--- config.mk ---
export PLATFORM = sky130hd
export DESIGN_NAME = aa_annunciator
export DESIGN_NICKNAME = d
export VERILOG_FILES = /design/src/aa_pkg.sv /design/src/aa_annunciator.sv
export SDC_FILE = /design/constraint.sdc
export NUM_CORES = 1
export LEC_CHECK = 0
export BUFFER_PORTS_ARGS = -buffer_cell sky130_fd_sc_hd__buf_4
export CORE_MARGIN = 2
export CORE_UTILIZATION = 50
export CTS_CLUSTER_DIAMETER = 100
export DETAILED_ROUTE_END_ITERATION = 8
export GPL_TIMING_DRIVEN = 0
export PLACE_DENSITY = 0.79
export REMOVE_ABC_BUFFERS = 1
export SLEW_MARGIN = 20
export SYNTH_ARGS = -nofsm -noshare
export SYNTH_HDL_FRONTEND = slang
export SYNTH_SLANG_ARGS = --single-unit
--- constraint.sdc ---
create_clock -name CLOCK -period 7.3 [get_ports CLOCK]
set_input_delay 0.365 -clock CLOCK [delete_from_list [all_inputs] [get_ports CLOCK]]
set_output_delay 0.365 -clock CLOCK [all_outputs]
set_load 0.01 [all_outputs]
--- src/aa_pkg.sv ---
// What this block does
// - Abnormal input flashes lamp, pulses buzzer
// - Acknowledge silences buzzer, lamp goes steady
// - Cleared acknowledged alarm turns lamp off
// - One square wave paces lamp and buzzer
// - Retention latch holds alarm until acknowledge
// - Each input normally open or normally closed
// - Same fault type ORed onto type light
// - Group fault types ORed onto group indicator
// - Logger sees only type and group channels
// - Optional queue presents alarms in arrival order
// - Fixed priority, lower point index wins
`default_nettype none

package aa_pkg;

    // Plant arrangement: m fault types by n groups
    localparam int AA_NUM_TYPES  = 4;
    localparam int AA_NUM_GROUPS = 4;

    // Debounce window
    localparam int AA_CLK_PERIOD_NS = 100;
    localparam int AA_DEB_TIME_NS   = 5000000;
    localparam int AA_DEB_CYCLES    = AA_DEB_TIME_NS / AA_CLK_PERIOD_NS;
    localparam int AA_CNT_W         = 16;

    // Per point alarm state
    typedef enum logic [1:0] {
        AA_QUIET  = 2'b00,
        AA_FLASH  = 2'b01,
        AA_STEADY = 2'b10
    } aa_point_type;

endpackage : aa_pkg

`default_nettype wire

--- src/aa_annunciator.sv ---
`default_nettype none

module aa_annunciator
    import aa_pkg::*;
#(
    parameter int M          = AA_NUM_TYPES,
    parameter int N          = AA_NUM_GROUPS,
    parameter int DEB_CYCLES = AA_DEB_CYCLES,
    parameter int P          = AA_NUM_TYPES * AA_NUM_GROUPS,
    parameter int IW         = $clog2(P),
    parameter int CW         = $clog2(P + 1)
)
(
    // Clock, reset, enable
    input  wire logic          CLOCK,
    input  wire logic          RST,
    input  wire logic          CLOCK_EN,
    // Plant sensors, point index is group * M + type
    input  wire logic [P-1:0]  SENSE,
    input  wire logic [P-1:0]  CONTACT_NC,
    input  wire logic          RETAIN,
    // Flash rate square wave
    input  wire logic          RATE,
    // Operator panel
    input  wire logic          ACK,
    input  wire logic [N-1:0]  GROUP_ACK,
    // Warnings
    output logic               BUZZER,
    output logic [P-1:0]       POINT_LAMP,
    output logic [M-1:0]       TYPE_LAMP,
    output logic [N-1:0]       GROUP_LAMP,
    // Logger channels
    output logic [M-1:0]       LOG_TYPE,
    output logic [N-1:0]       LOG_GROUP,
    // Arrival queue
    output logic               QUEUE_VALID,
    output logic [IW-1:0]      QUEUE_POINT,
    input  wire logic          QUEUE_TAKE,
    // Highest priority unacknowledged point
    output logic               TOP_VALID,
    output logic [IW-1:0]      TOP_POINT
);

    localparam int W = P + N + 1;

    typedef struct packed {
        logic [W-1:0]               s1;
        logic [W-1:0]               s2;
        logic [W-1:0]               samp;
        logic [W-1:0]               clean;
        logic [W-1:0]               cprev;
        logic                       r1;
        logic                       r2;
        logic [AA_CNT_W-1:0]        cnt;
        aa_point_type [P-1:0]       st;
        logic [P-1:0]               pend;
        logic [P-1:0][IW-1:0]       q;
        logic [CW-1:0]              qn;
        logic                       buzz;
        logic [P-1:0]               plamp;
        logic [M-1:0]               tlamp;
        logic [N-1:0]               glamp;
        logic [M-1:0]               ltype;
        logic [N-1:0]               lgroup;
        logic [IW-1:0]              top;
        logic                       top_v;
    } aa_state_type;

    aa_state_type cur;
    aa_state_type nxt;

    logic [W-1:0] raw;
    logic [W-1:0] eq;
    logic [W-1:0] rise;
    logic [P-1:0] ab;
    logic [P-1:0] ack_pt;

    always_comb
    begin
        logic          tick;
        logic          pushed;
        logic [CW-1:0] n_q;
        tick   = 1'b0;
        pushed = 1'b0;
        n_q    = '0;
        nxt    = cur;

        // Polarity applied ahead of the synchroniser
        raw     = {GROUP_ACK, ACK, SENSE ^ CONTACT_NC};
        nxt.s1  = raw;
        nxt.s2  = cur.s1;
        nxt.r1  = RATE;
        nxt.r2  = cur.r1;

        // Two equal samples one window apart make a clean level
        tick    = cur.cnt == AA_CNT_W'(DEB_CYCLES - 1);
        nxt.cnt = tick ? '0 : cur.cnt + AA_CNT_W'(1);
        eq      = ~(cur.samp ^ cur.s2);
        if (tick)
        begin
            nxt.samp  = cur.s2;
            nxt.clean = (cur.clean & ~eq) | (cur.s2 & eq);
        end
        nxt.cprev = cur.clean;
        rise      = cur.clean & ~cur.cprev;
        ab        = cur.clean[P-1:0];

        for (int p = 0; p < P; p++)
        begin
            ack_pt[p] = rise[P] | rise[P + 1 + p / M];
        end

        // Arrival queue: pop head, then push lowest pending point
        n_q = cur.qn;
        if (QUEUE_TAKE && cur.qn != '0)
        begin
            for (int i = 0; i < P - 1; i++)
            begin
                nxt.q[i] = cur.q[i + 1];
            end
            nxt.q[P-1] = '0;
            n_q        = cur.qn - CW'(1);
        end
        for (int p = 0; p < P; p++)
        begin
            if (cur.pend[p] && !pushed && n_q < CW'(P))
            begin
                pushed       = 1'b1;
                nxt.q[n_q]   = IW'(p);
                nxt.pend[p]  = 1'b0;
            end
        end
        nxt.qn = pushed ? n_q + CW'(1) : n_q;

        // Per point alarm sequence
        for (int p = 0; p < P; p++)
        begin
            unique case (cur.st[p])
                AA_QUIET:
                begin
                    if (ab[p])
                    begin
                        nxt.st[p]   = AA_FLASH;
                        nxt.pend[p] = 1'b1;
                    end
                end
                AA_FLASH:
                begin
                    if (ack_pt[p])
                    begin
                        nxt.st[p] = ab[p] ? AA_STEADY : AA_QUIET;
                    end
                    else if (!ab[p] && !RETAIN)
                    begin
                        nxt.st[p] = AA_QUIET;
                    end
                    // Retention keeps flashing after input ceased
                end
                AA_STEADY:
                begin
                    if (!ab[p])
                    begin
                        nxt.st[p] = AA_QUIET;
                    end
                end
                default:
                begin
                    nxt.st[p] = AA_QUIET;
                end
            endcase
        end

        // Lamps and buzzer share the one rate signal
        nxt.buzz   = 1'b0;
        nxt.tlamp  = '0;
        nxt.glamp  = '0;
        nxt.ltype  = '0;
        nxt.lgroup = '0;
        nxt.top    = '0;
        nxt.top_v  = 1'b0;
        for (int p = 0; p < P; p++)
        begin
            nxt.plamp[p] = (cur.st[p] == AA_FLASH && cur.r2)
                         || cur.st[p] == AA_STEADY;
            if (cur.st[p] == AA_FLASH && cur.r2)
            begin
                nxt.buzz = 1'b1;
            end
            nxt.tlamp[p % M] = nxt.tlamp[p % M] | nxt.plamp[p];
            nxt.glamp[p / M] = nxt.glamp[p / M] | nxt.plamp[p];
            if (cur.st[p] != AA_QUIET)
            begin
                nxt.ltype[p % M]  = 1'b1;
                nxt.lgroup[p / M] = 1'b1;
            end
        end
        for (int p = P - 1; p >= 0; p--)
        begin
            if (cur.st[p] == AA_FLASH)
            begin
                nxt.top   = IW'(p);
                nxt.top_v = 1'b1;
            end
        end
    end

    always_ff @(posedge CLOCK)
    begin
        if (RST)
        begin
            cur <= '0;
        end
        else if (CLOCK_EN)
        begin
            cur <= nxt;
        end
    end

    assign BUZZER      = cur.buzz;
    assign POINT_LAMP  = cur.plamp;
    assign TYPE_LAMP   = cur.tlamp;
    assign GROUP_LAMP  = cur.glamp;
    assign LOG_TYPE    = cur.ltype;
    assign LOG_GROUP   = cur.lgroup;
    assign QUEUE_VALID = cur.qn != '0;
    assign QUEUE_POINT = cur.q[0];
    assign TOP_VALID   = cur.top_v;
    assign TOP_POINT   = cur.top;
endmodule : aa_annunciator

`default_nettype wire

==> metrics.log, run 1 <==
[metrics] minimum clock period after layout: 4.82 ns
[metrics] worst path required time: 7.79 ns
[metrics] cell count after synthesis: 1754
[metrics] total CTS buffers: 29
[metrics] type of element capturing the critical path: register
[metrics] detail-routed via count per cell: 6.13
[metrics] count of state elements after synthesis: 262
[metrics] post-synthesis average cell area: 7.98 um^2
[metrics] detailed-router iteration count before antenna repair: 5
[metrics] first-pass GRT wire length: 61.8 mm
[metrics] share of flip-flops with an asynchronous set or reset after synthesis: 0%
[metrics] min-delay worst type: primary input to register
[metrics] setup bufs post-CTS: 0
[metrics] Post-Synth XOR/XNOR Area: 2.00%
[metrics] number of antenna diodes: 0
[metrics] initial standard-cell utilization of the core: 50.5%
[metrics] setup repair after global routing missed its margin: no
[metrics] share of layout cells above drive strength 1: 10.8%
[metrics] fin nets: 1765
[metrics] H-tree levels: 1
[metrics] LEAKAGE: 0.00611 uW
[metrics] via count of the first global-routing pass: 12000
[metrics] area of placed instances: 0.0145 mm^2
[metrics] count of unresolved DRC violations after routing: 0
[metrics] final wirelength: 38.2 mm
[metrics] final std cell area, no fill: 0.0155 mm^2
[metrics] IO Port Bufs: 85
[metrics] vias post-DR: 13000
[metrics] Worst Tran Pin Value: 1.07 ns
[metrics] pre-CTS WS: 2.50 ns
[metrics] Clk Tree Root Cell: sky130_fd_sc_hd__clkbuf_16
[metrics] met2 Track Usage GR: 42.1%
[metrics] basic-gate share of the synthesized area counting and, or, nand and nor cells: 22.1%
[metrics] CTS hold repair buffers: 0
[metrics] area growth from synthesis to layout: 10.8%
[metrics] start point of the critical path: cur[38]$_SDFFE_PP0P_
[metrics] fraction of the mapped netlist area in adder cells: 0.626%
[metrics] status: finished clean
[metrics] DR iter-0 viols: 1292
[metrics] Fmax: 207 MHz
[metrics] fill cell total of the finished layout: 2521
[metrics] met3 Resource Use GR: 3.36%
[metrics] combined global-route utilization of all metal layers: 25.6%
[metrics] Worst Slack Setup Final: 2.48 ns
[metrics] top area cells in the synthesized netlist: sky130_fd_sc_hd__dfxtp_1 37%, sky130_fd_sc_hd__nor2_1 6.8%, sky130_fd_sc_hd__mux2i_1 6.0%
[metrics] maximum number of pins on one net before global-route repair: 116
[metrics] hold wc startpoint: RATE
[metrics] mux share of post-synthesis cell area: 6.57%
[metrics] Hold Vio Cnt, Final: 0
[metrics] total overflow reported by the global router: 0
[metrics] skew final: 0.0123 ns
[metrics] post-cts repair resize count: 0
[metrics] antenna violations before repair: 0
[metrics] top-count cell post-synth: sky130_fd_sc_hd__dfxtp_1
[metrics] Post-synth EDFFs: 0
[metrics] reg2reg start: cur[38]$_SDFFE_PP0P_
[metrics] Post-Syn Area: 0.0140 mm^2
[metrics] Die Height: 171 um
[metrics] library cells used by synthesis: 83
[metrics] placeable core region: 0.0277 mm^2
[metrics] CTS tree: done
[metrics] final period utilization: 66.1%
[metrics] fraction of synthesized cell area taken by the top area cell type: 37.5%
[metrics] global placer's final weighted congestion: 0.962
[metrics] Routed WL per cell: 18.1 um
[metrics] Final setup violation count: 0
[metrics] met1 demand-to-capacity share in global routing: 34.0%
[metrics] Yosys top cell by area: sky130_fd_sc_hd__dfxtp_1
[metrics] clk buf depth: 3
[metrics] MaxCap Viol Count: 0
[metrics] compound-gate portion of the synthesized area: 24.4%
[metrics] std cell rows: 61
[metrics] setup slack of the most critical reg-to-reg path: 2.48 ns
[metrics] Peak supply drop: 172 uV
[metrics] Fin Setup TNS: 0 ns
[metrics] Critical Path Fanout Max: 22
[metrics] placed wire-length estimate: 25.8 mm
[metrics] number of pins with negative max-slew slack in the final report: 0
[metrics] Reg area: 0.00525 mm^2
[metrics] Worst EP arrival: 5.31 ns
[metrics] Power Dens Cells: 219 mW/mm^2
[metrics] area taken by multi-input logic gates: 0.00784 mm^2
[metrics] die width: 171 um
[metrics] clk sink count: 262
[metrics] post-layout util: 56.0%
[metrics] Synth warnings: 0
[metrics] startpoint types: register
[metrics] dominant combinational cell family by area after synthesis: compound AO/OA/AOI/OAI gates
[metrics] CTS clk-pin slew, worst paths: 0.06 ns
[metrics] startpoint-to-endpoint class of the critical path: register to register
[metrics] post-route antenna net violation count: 0
[metrics] clock latency at the later pin of the worst-skew pair: 0.57 ns
[metrics] Top-Level Pins: 86
[metrics] Slew headroom: 27.7%
[metrics] proportion of synthesized chip area in sequential cells: 37.5%
[metrics] Synth Flop Type: sky130_fd_sc_hd__dfxtp_1
[metrics] busiest layer in global routing: met2
[metrics] total die area: 0.0293 mm^2
[metrics] cell types with the highest counts after synthesis: 262 x sky130_fd_sc_hd__dfxtp_1, 253 x sky130_fd_sc_hd__nor2_1, 170 x sky130_fd_sc_hd__nand2_1
worst max-delay path, cell delays in order (launching register included):
cell                      delay (ns)
sky130_fd_sc_hd__dfxtp_1        0.37
sky130_fd_sc_hd__inv_1          0.11
sky130_fd_sc_hd__ha_1           0.31
sky130_fd_sc_hd__or4b_1         0.64
sky130_fd_sc_hd__and2_1         0.56
sky130_fd_sc_hd__a21oi_1        0.51
sky130_fd_sc_hd__ha_1           0.34
sky130_fd_sc_hd__and2_1         0.17
sky130_fd_sc_hd__ha_1           0.39
sky130_fd_sc_hd__inv_1          0.24
sky130_fd_sc_hd__a21oi_1        0.30
sky130_fd_sc_hd__a22o_1         0.19
sky130_fd_sc_hd__a32oi_1        0.12
sky130_fd_sc_hd__or2_2          0.31
sky130_fd_sc_hd__a41oi_1        0.20
cells by family after synthesis:
logic type,after synthesis
AO/OA/AOI/OAI,503
XOR/XNOR,32
adder cells (fa/ha/maj),7
buffers and inverters,199
flip-flops,262
multiplexers,91
AND/OR/NAND/NOR,660
power by group:
group	total [uW]	switching [uW]	leakage [uW]	internal (uW)
clock network	1460	604	0.000471	859
registers	1520	42.4	0.00214	1480
logic	405	244	0.00350	161
flip-flops by register name (all words and copies together) (netlist names), named ones only:
signal / flops
cur: 199
POINT_LAMP: 16
GROUP_LAMP: 4
LOG_GROUP: 4
LOG_TYPE: 4
QUEUE_POINT: 4
TOP_POINT: 4
TYPE_LAMP: 4
BUZZER: 1
TOP_VALID: 1
stage by stage:
step           hold WS (ns)  power, uW  std cells
2_1_floorplan         0.434       1790       1589
3_3_place_gp          0.453       1940       2052
3_5_place_dp          0.462       1950       2062
4_1_cts              0.0210       3410       2114
5_1_grt              0.0295       3510       2114
6_report             0.0304       3390       2114
final timing paths:
check,to,cells past startpoint
worst min-delay path,cur[172]$_SDFFE_PP0P_,3
worst max register to register,cur[103]$_SDFFE_PP0P_,14
worst min register to register,cur[232]$_SDFFE_PP0P_,2
worst max-delay path,cur[103]$_SDFFE_PP0P_,14
layout make-up:
cell class / count / area share (%)
repair buffers: 95 / 5.60
clock buffers: 45 / 5.65
multi-input cells: 1293 / 50.5
inverters: 34 / 0.839
clock inverters: 7 / 0.524
well taps: 378 / 3.05
flip-flops and latches: 262 / 33.8
placed cells by master, fill, tap and decap left out, types with 8 or more instances in the layout:
cell type	netlist	layout
sky130_fd_sc_hd__nand2_1	170	169
sky130_fd_sc_hd__a311oi_1	22	22
sky130_fd_sc_hd__nor3_1	56	56
sky130_fd_sc_hd__o21ai_0	97	97
sky130_fd_sc_hd__nor2b_1	26	26
sky130_fd_sc_hd__clkbuf_8	0	9
sky130_fd_sc_hd__clkbuf_16	0	29
sky130_fd_sc_hd__dfxtp_1	262	262
sky130_fd_sc_hd__inv_1	33	32
sky130_fd_sc_hd__a211oi_1	67	66
sky130_fd_sc_hd__nor4_1	11	10
sky130_fd_sc_hd__nand3_1	31	31
sky130_fd_sc_hd__a21o_1	22	22
sky130_fd_sc_hd__nand2b_1	34	34
sky130_fd_sc_hd__a31oi_1	9	9
sky130_fd_sc_hd__mux2i_1	84	84
sky130_fd_sc_hd__buf_4	44	83
sky130_fd_sc_hd__or4_1	8	8
sky130_fd_sc_hd__xnor2_1	23	23
sky130_fd_sc_hd__xor2_1	9	9
sky130_fd_sc_hd__o221a_2	8	8
sky130_fd_sc_hd__a32oi_1	27	27
sky130_fd_sc_hd__nor2_1	253	252
sky130_fd_sc_hd__a21oi_1	132	131
sky130_fd_sc_hd__a22oi_1	9	9
sky130_fd_sc_hd__and2_1	8	9
sky130_fd_sc_hd__o31ai_1	14	14
sky130_fd_sc_hd__nand4_1	21	21
sky130_fd_sc_hd__o211ai_1	10	10
sky130_fd_sc_hd__a2bb2oi_1	15	15
per-layer routing:
metal  share of wire [%]  wire length (um)
met1                  44             16700
met2                  46             17700
met5                   0                 0
met4                 3.7              1400
met3                 6.4              2460
Power figures use the tool's default switching activity.
==> run 2: changes to the inputs <==
Settings changed: ABC_AREA set to 1.
Clock period 7.3 ns to 4.6 ns, I/O delays scaled along.
==> run 2 against run 1 <==
Setup slack got worse by 2.1 ns. Clock power rose by 65%. First-iteration DRC count rose by 3.1%. Count of clock-buffer cells in the layout fell by 1. Die area rose by 4.1%. Via count rose by 15%. Wire length rose by 7.6%. Global-route usage rose by 0.62 points. Largest cell class unchanged. Largest power group unchanged. Highest routed layer unchanged.
==> metrics.log, run 2 <==
[metrics] Slew headroom: 28.3% (+0.59 points)
[metrics] post-layout util: 56.9% (+0.93 points)
[metrics] most common cell after layout, fill and taps aside: sky130_fd_sc_hd__nand2_1
[metrics] top-count cell post-synth: sky130_fd_sc_hd__nand2_1
[metrics] LEAKAGE: 0.00653 uW (+6.9%)
[metrics] total die area: 0.0306 mm^2 (+4.1%)
[metrics] die width: 175 um (+2.0%)
[metrics] MaxCap Viol Count: 0 (unchanged)
[metrics] Synth warnings: 0 (unchanged)
[metrics] status: finished clean
[metrics] H-tree levels: 1 (unchanged)
[metrics] total overflow reported by the global router: 0 (unchanged)
[metrics] Post-synth EDFFs: 0 (unchanged)
[metrics] number of antenna diodes: 0 (unchanged)
[metrics] setup repair after global routing missed its margin: yes
[metrics] maximum number of pins on one net before global-route repair: 132 (+14%)
[metrics] share of layout cells above drive strength 1: 9.54% (-1.2 points)
[metrics] placeable core region: 0.0287 mm^2 (+3.6%)
[metrics] Final setup violation count: 0 (unchanged)
[metrics] Top reg by flops: cur
[metrics] antenna violations before repair: 0 (unchanged)
[metrics] Peak supply drop: 277 uV (+61%)
[metrics] Post-Syn Area: 0.0146 mm^2 (+4.2%)
[metrics] CTS clk-pin slew, worst paths: 0.06 ns (about the same)
[metrics] skew final: 0.0105 ns (-0.00185 ns)
[metrics] Hold Vio Cnt, Final: 0 (unchanged)
[metrics] proportion of synthesized chip area in sequential cells: 36.0% (-1.5 points)
[metrics] Die Height: 175 um (+2.0%)
[metrics] CTS tree: done
[metrics] fill cell total of the finished layout: 2777 (+10%)
[metrics] clk sink count: 262 (unchanged)
[metrics] Largest register FFs: 199 (unchanged)
[metrics] Clk Tree Root Cell: sky130_fd_sc_hd__clkbuf_16
[metrics] Worst EP arrival: 4.65 ns (-0.66 ns)
[metrics] DR iter-0 viols: 1332 (+3.1%)
[metrics] fraction of synthesized cell area taken by the top area cell type: 36.0% (-1.5 points)
[metrics] startpoint-to-endpoint class of the critical path: register to register
[metrics] Yosys top cell by area: sky130_fd_sc_hd__dfxtp_1
[metrics] global placer's final weighted congestion: 0.882 (-8.3%)
[metrics] share of flip-flops with an asynchronous set or reset after synthesis: 0% (unchanged)
[metrics] minimum clock period after layout: 4.24 ns (-0.582 ns)
[metrics] clock latency at the later pin of the worst-skew pair: 0.57 ns (about the same)
[metrics] Top-Level Pins: 86 (unchanged)
[metrics] number of pins with negative max-slew slack in the final report: 0 (unchanged)
[metrics] Synth Flop Type: sky130_fd_sc_hd__dfxtp_1
[metrics] Worst Tran Pin Value: 1.07 ns (+0.000991 ns)
[metrics] detailed-router iteration count before antenna repair: 8 (+3)
[metrics] placed wire-length estimate: 27.0 mm (+4.4%)
[metrics] combined global-route utilization of all metal layers: 26.2% (+0.62 points)
[metrics] Power Dens Cells: 369 mW/mm^2 (+69%)
[metrics] initial standard-cell utilization of the core: 50.8% (+0.31 points)
[metrics] Routed WL per cell: 16.0 um (-11%)
[metrics] post-route antenna net violation count: 0 (unchanged)
[metrics] Worst Slack Setup Final: 0.357 ns (-2.12 ns)
[metrics] total CTS buffers: 29 (unchanged)
[metrics] Fmax: 236 MHz (+14%)
[metrics] Critical Path Fanout Max: 41 (+86%)
[metrics] via count of the first global-routing pass: 14000 (+17%)
[metrics] count of unresolved DRC violations after routing: 0 (unchanged)
[metrics] vias post-DR: 14900 (+15%)
[metrics] type of element capturing the critical path: register
[metrics] post-synthesis average cell area: 6.74 um^2 (-16%)
[metrics] std cell rows: 62 (+1.6%)
[metrics] cell count after synthesis: 2164 (+23%)
[metrics] fin nets: 2209 (+25%)
[metrics] worst path required time: 5.01 ns (-2.78 ns)
[metrics] area growth from synthesis to layout: 12.0%
[metrics] final wirelength: 41.1 mm (+7.6%)
[metrics] library cells used by synthesis: 58 (-30%)
[metrics] top area cells in the synthesized netlist: sky130_fd_sc_hd__dfxtp_1 36%, sky130_fd_sc_hd__nand2_1 10%, sky130_fd_sc_hd__o21ai_0 9.0%
[metrics] min-delay worst type: primary input to register
[metrics] pre-CTS WS: -0.192 ns (-2.70 ns)
[metrics] first-pass GRT wire length: 67.4 mm (+9.0%)
[metrics] startpoint types: register
[metrics] IO Port Bufs: 85 (unchanged)
[metrics] final period utilization: 92.2% (+26 points)
[metrics] clk buf depth: 3 (unchanged)
[metrics] setup slack of the most critical reg-to-reg path: 0.36 ns (-2.12 ns)
[metrics] count of state elements after synthesis: 262 (unchanged)
[metrics] cell types with the highest counts after synthesis: 387 x sky130_fd_sc_hd__nand2_1, 277 x sky130_fd_sc_hd__inv_1, 262 x sky130_fd_sc_hd__dfxtp_1
[metrics] detail-routed via count per cell: 5.80 (-5.3%)
[metrics] most used cells in the layout excluding fill and tap cells: 387 x sky130_fd_sc_hd__nand2_1, 275 x sky130_fd_sc_hd__inv_1, 262 x sky130_fd_sc_hd__dfxtp_1
==> run 2: per-layer routing <==
metal	up-vias	track usage, %	routed length [um]
met5	-	0	0
met4	0	10.6	1480
met3	118	4.24	3400
met2	697	45.2	19600
met1	6847	32.6	16600
li1	7216	-	-
==> run 2: timing repair <==
item | in CTS | in global routing
endpoints found under the hold margin | 14 | 0
hold buffers | 20 | 0
buffers inserted | 0 | 4
resized for setup | 2 | 6
setup endpoints to repair | 13 | 19
==> run 2: final timing paths <==
check | to | from | cells past startpoint
min reg2reg | cur[243]$_SDFFE_PP0P_ | cur[264]$_SDFFE_PP0P_ | 2
max | cur[105]$_SDFFE_PP0P_ | cur[38]$_SDFFE_PP0P_ | 24
max reg2reg | cur[105]$_SDFFE_PP0P_ | cur[38]$_SDFFE_PP0P_ | 24
min | cur[258]$_SDFFE_PP0P_ | CONTACT_NC[1] | 4
==> run 2: layout make-up <==
| type | instances | area (um^2) | share of cell area, % |
|---|---|---|---|
| Clock buffer | 44 | 862 | 5.28 |
| Inverter | 292 | 1110 | 6.80 |
| Tap cell | 384 | 480 | 2.94 |
| Timing Repair Buffer | 114 | 997 | 6.10 |
| Multi-Input combinational cell | 1460 | 7500 | 45.9 |
| Sequential cell | 262 | 5250 | 32.1 |
| Clock inverter | 9 | 135 | 0.827 |
==> run 2: kinds of logic after synthesis <==
logic type      share of synthesized area (%)
compound gates                           26.4
xor+xnor                                 1.37
mux                                     0.480
fa+ha+maj                               0.600
buf+inv                                  12.8
simple gates                             22.4
flops                                    36.0
==> run 2: stage by stage <==
stage                     power, uW  setup TNS [ns]  hold WS [ns]  instance area (um^2)  cells
final                          6030               0        0.0122                 16300   2565
after global routing           6300         -0.0747        0.0228                 16300   2565
after CTS                      6040               0      0.000320                 16300   2561
after detailed placement       3610          -0.579         0.450                 15100   2488
after global placement         3570         -314.18         0.443                 14900   2483
after floorplan                3240               0         0.292                 13800   2014
==> run 2: report_power, final <==
part	internal, uW	switching (uW)	leakage [uW]
sequential	2390	76.8	0.00214
clock	1460	956	0.000495
combinational	392	761	0.00389
==> run 2: worst max-delay path, cell delays in order (launching register included) <==
cell,delay [ns]
sky130_fd_sc_hd__dfxtp_1,0.35
sky130_fd_sc_hd__inv_1,0.08
sky130_fd_sc_hd__ha_1,0.24
sky130_fd_sc_hd__nand3b_1,0.21
sky130_fd_sc_hd__nand2_8,0.22
sky130_fd_sc_hd__buf_12,0.25
sky130_fd_sc_hd__o21ai_1,0.30
sky130_fd_sc_hd__ha_1,0.23
sky130_fd_sc_hd__inv_1,0.07
sky130_fd_sc_hd__nor3_1,0.24
sky130_fd_sc_hd__ha_2,0.35
sky130_fd_sc_hd__buf_4,0.19
sky130_fd_sc_hd__nand3_1,0.13
sky130_fd_sc_hd__nand2_1,0.18
sky130_fd_sc_hd__nor2_1,0.06
sky130_fd_sc_hd__o21ai_0,0.07
sky130_fd_sc_hd__o211ai_1,0.13
sky130_fd_sc_hd__nand3_1,0.14
sky130_fd_sc_hd__nand3_1,0.11
sky130_fd_sc_hd__nand3_1,0.10
sky130_fd_sc_hd__a21oi_1,0.07
sky130_fd_sc_hd__a21oi_1,0.14
sky130_fd_sc_hd__nand2_1,0.07
sky130_fd_sc_hd__nand3_1,0.08
sky130_fd_sc_hd__a21oi_2,0.06
==> run 3: changes to the inputs <==
Settings changed: CTS_BUF_LIST set to sky130_fd_sc_hd__clkbuf_4.
==> run 3 against run 2 <==
Die area unchanged. Register-to-register slack lost 0.05 ns. Global-route usage rose by 0.67 points. Maximum frequency fell by 1.1%. First-iteration DRC count is 8.7% higher. Largest cell class unchanged. Sequential share of layout area shrank 0.066 points. Clock skew rose by 0.046 ns. Non-clock buffer count rose by 19. Setup slack got worse by 0.049 ns.
==> metrics.log, run 3 (synthesized netlist as in run 2, its figures left out) <==
[metrics] area growth from synthesis to layout: 12.2%
[metrics] Worst EP arrival: 4.81 ns (+0.16 ns)
[metrics] die width: 175 um (unchanged)
[metrics] placeable core region: 0.0287 mm^2 (unchanged)
[metrics] number of pins with negative max-slew slack in the final report: 0 (unchanged)
[metrics] count of unresolved DRC violations after routing: 0 (unchanged)
[metrics] total overflow reported by the global router: 0 (unchanged)
[metrics] clock latency at the later pin of the worst-skew pair: 0.72 ns (+0.15 ns)
[metrics] DR iter-0 viols: 1448 (+8.7%)
[metrics] skew final: 0.0564 ns (+0.0459 ns)
[metrics] via count of the first global-routing pass: 14400 (+2.8%)
[metrics] Power Dens Cells: 345 mW/mm^2 (-6.6%)
[metrics] startpoint types: register
[metrics] critical path cell sequence: inv_1 > ha_1 > nand3b_1 > nand2_8 > buf_12 > o21ai_1 > ha_1 > inv_1 > nor3_1 > ha_2 > buf_4 > nand3_1 > nand2_1 > nor2_1 > o21ai_0 > o211ai_1 > nand3_1 > nand3_1 > nand3_1 > a21oi_1 > a21oi_1 > nand2_1 > nand3_1 > a21oi_2
[metrics] worst path required time: 5.12 ns (+0.11 ns)
[metrics] antenna violations before repair: 2 (+2)
[metrics] final period utilization: 93.3% (+1.1 points)
[metrics] final wirelength: 41.7 mm (+1.5%)
[metrics] std cell rows: 62 (unchanged)
[metrics] placed wire-length estimate: 27.0 mm (unchanged)
[metrics] most used cells in the layout excluding fill and tap cells: 387 x sky130_fd_sc_hd__nand2_1, 274 x sky130_fd_sc_hd__inv_1, 262 x sky130_fd_sc_hd__dfxtp_1
[metrics] Slew headroom: 29.2% (+0.85 points)
[metrics] type of element capturing the critical path: register
[metrics] Reg area: 0.00525 mm^2 (unchanged)
[metrics] Buffers & Inverters on Critical Path: 4 (unchanged)
[metrics] Largest register FFs: 199 (unchanged)
[metrics] clk sink count: 262 (unchanged)
[metrics] combined global-route utilization of all metal layers: 26.9% (+0.67 points)
[metrics] Top reg by flops: cur
[metrics] fin nets: 2271 (+2.8%)
[metrics] fill cell total of the finished layout: 2805 (+1.0%)
[metrics] maximum number of pins on one net before global-route repair: 132 (unchanged)
[metrics] CP most frequent cell: sky130_fd_sc_hd__nand3_1
[metrics] startpoint-to-endpoint class of the critical path: register to register
[metrics] pre-CTS WS: -0.192 ns (unchanged)
[metrics] CTS clk-pin slew, worst paths: 0.07 ns (about the same)
[metrics] vias post-DR: 15200 (+2.3%)
[metrics] total die area: 0.0306 mm^2 (unchanged)
[metrics] global placer's final weighted congestion: 0.882 (unchanged)
[metrics] CTS tree: done
[metrics] LEAKAGE: 0.00661 uW (+1.1%)
[metrics] min-delay worst type: primary input to register
[metrics] Final setup violation count: 0 (unchanged)
[metrics] stage delay of the slowest cell on the critical path: 0.36 ns (about the same)
[metrics] most common cell after layout, fill and taps aside: sky130_fd_sc_hd__nand2_1
[metrics] Routed WL per cell: 15.8 um (-1.7%)
[metrics] first-pass GRT wire length: 68.4 mm (+1.6%)
[metrics] Fmax: 233 MHz (-1.1%)
[metrics] area taken by multi-input logic gates: 0.00750 mm^2 (about the same)
[metrics] Peak supply drop: 228 uV (-18%)
[metrics] total CTS buffers: 72 (+150%)
[metrics] MaxCap Viol Count: 0 (unchanged)
[metrics] Slowest cell on crit path: sky130_fd_sc_hd__ha_2
[metrics] initial standard-cell utilization of the core: 50.8% (unchanged)
[metrics] detailed-router iteration count before antenna repair: 6 (-2)
[metrics] Largest delay share family, worst path: simple AND/OR/NAND/NOR gates
[metrics] share of layout cells above drive strength 1: 11.7% (+2.2 points)
[metrics] minimum clock period after layout: 4.29 ns (+0.0492 ns)
[metrics] count of non-filler cells in the finished layout: 2649 (+3.3%)
[metrics] Die Height: 175 um (unchanged)
[metrics] Hold Vio Cnt, Final: 0 (unchanged)
[metrics] post-route antenna net violation count: 0 (unchanged)
[metrics] Worst Slack Setup Final: 0.308 ns (-0.0492 ns)
[metrics] detail-routed via count per cell: 5.74 (-0.96%)
[metrics] placed instance count: 2488 (unchanged)
[metrics] Worst Tran Pin Value: 1.06 ns (-0.0128 ns)
[metrics] setup repair after global routing missed its margin: yes
[metrics] Top-Level Pins: 86 (unchanged)
[metrics] clk buf depth: 3 (unchanged)
[metrics] Critical Path Fanout Max: 41 (unchanged)
[metrics] status: finished clean
[metrics] Clk Tree Root Cell: sky130_fd_sc_hd__clkbuf_4
[metrics] post-layout util: 57.0% (+0.12 points)
[metrics] H-tree levels: 3 (+2)
[metrics] Worst Hold Margin: 0.123 ns (+0.111 ns)
[metrics] IO Port Bufs: 85 (unchanged)
run 3: cell count changes in the layout (fill, tap and decap cells not counted), sizes merged:
cell / change
clkinvlp: +1
dlygate4sd3: +19
diode: +3
clkinv: +11
inv: +1
clkbuf: +51
bufinv: -2
run 3: timing repair:
item | CTS | global route
hold buffers | 39 | 0
buffers inserted | 0 | 4
setup endpoints to repair | 13 | 19
hold endpoints to repair | 35 | 0
gates resized for setup | 3 | 5
run 3: worst paths after layout:
kind | slack (ns) | endpoint | startpoint | cells after the start
max | 0.31 | cur[105]$_SDFFE_PP0P_ | cur[38]$_SDFFE_PP0P_ | 24
min reg2reg | 0.46 | cur[246]$_SDFFE_PP0P_ | cur[267]$_SDFFE_PP0P_ | 2
max reg2reg | 0.31 | cur[105]$_SDFFE_PP0P_ | cur[38]$_SDFFE_PP0P_ | 24
min | 0.12 | LOG_GROUP[2]$_SDFFE_PP0P_ | RST | 2
run 3: final cells by class:
type / instances / share of cell area (%)
diodes: 3 / 0.0459
well taps: 384 / 2.94
flip-flops and latches: 262 / 32.0
repair buffers: 133 / 7.25
clock buffers: 95 / 4.36
multi-input cells: 1460 / 45.8
inverters: 292 / 6.81
clock inverters: 20 / 0.726
run 3: metrics by stage:
| stage | area [um^2] | power, uW | TNS (ns) |
|---|---|---|---|
| global placement | 14900 | 3570 | -314.18 |
| detailed placement | 15100 | 3610 | -0.579 |
| CTS | 16300 | 5650 | 0 |
| global route | 16400 | 5950 | -0.178 |
| finish | 16400 | 5640 | 0 |
| floorplan | 13800 | 3240 | 0 |
run 3: where the power goes:
| part | internal, uW | switching (uW) | total (uW) |
|---|---|---|---|
| sequential | 2390 | 76.5 | 2460 |
| combinational | 408 | 765 | 1170 |
| clock | 1010 | 994 | 2010 |
run 3: routing by layer:
metal / routed length (um) / GRT usage, % / vias up
met5: 0 / 0 / -
met4: 1660 / 13.7 / 0
met3: 3330 / 5.16 / 140
met2: 19600 / 45.4 / 733
met1: 17100 / 32.6 / 6965
li1: - / - / 7379
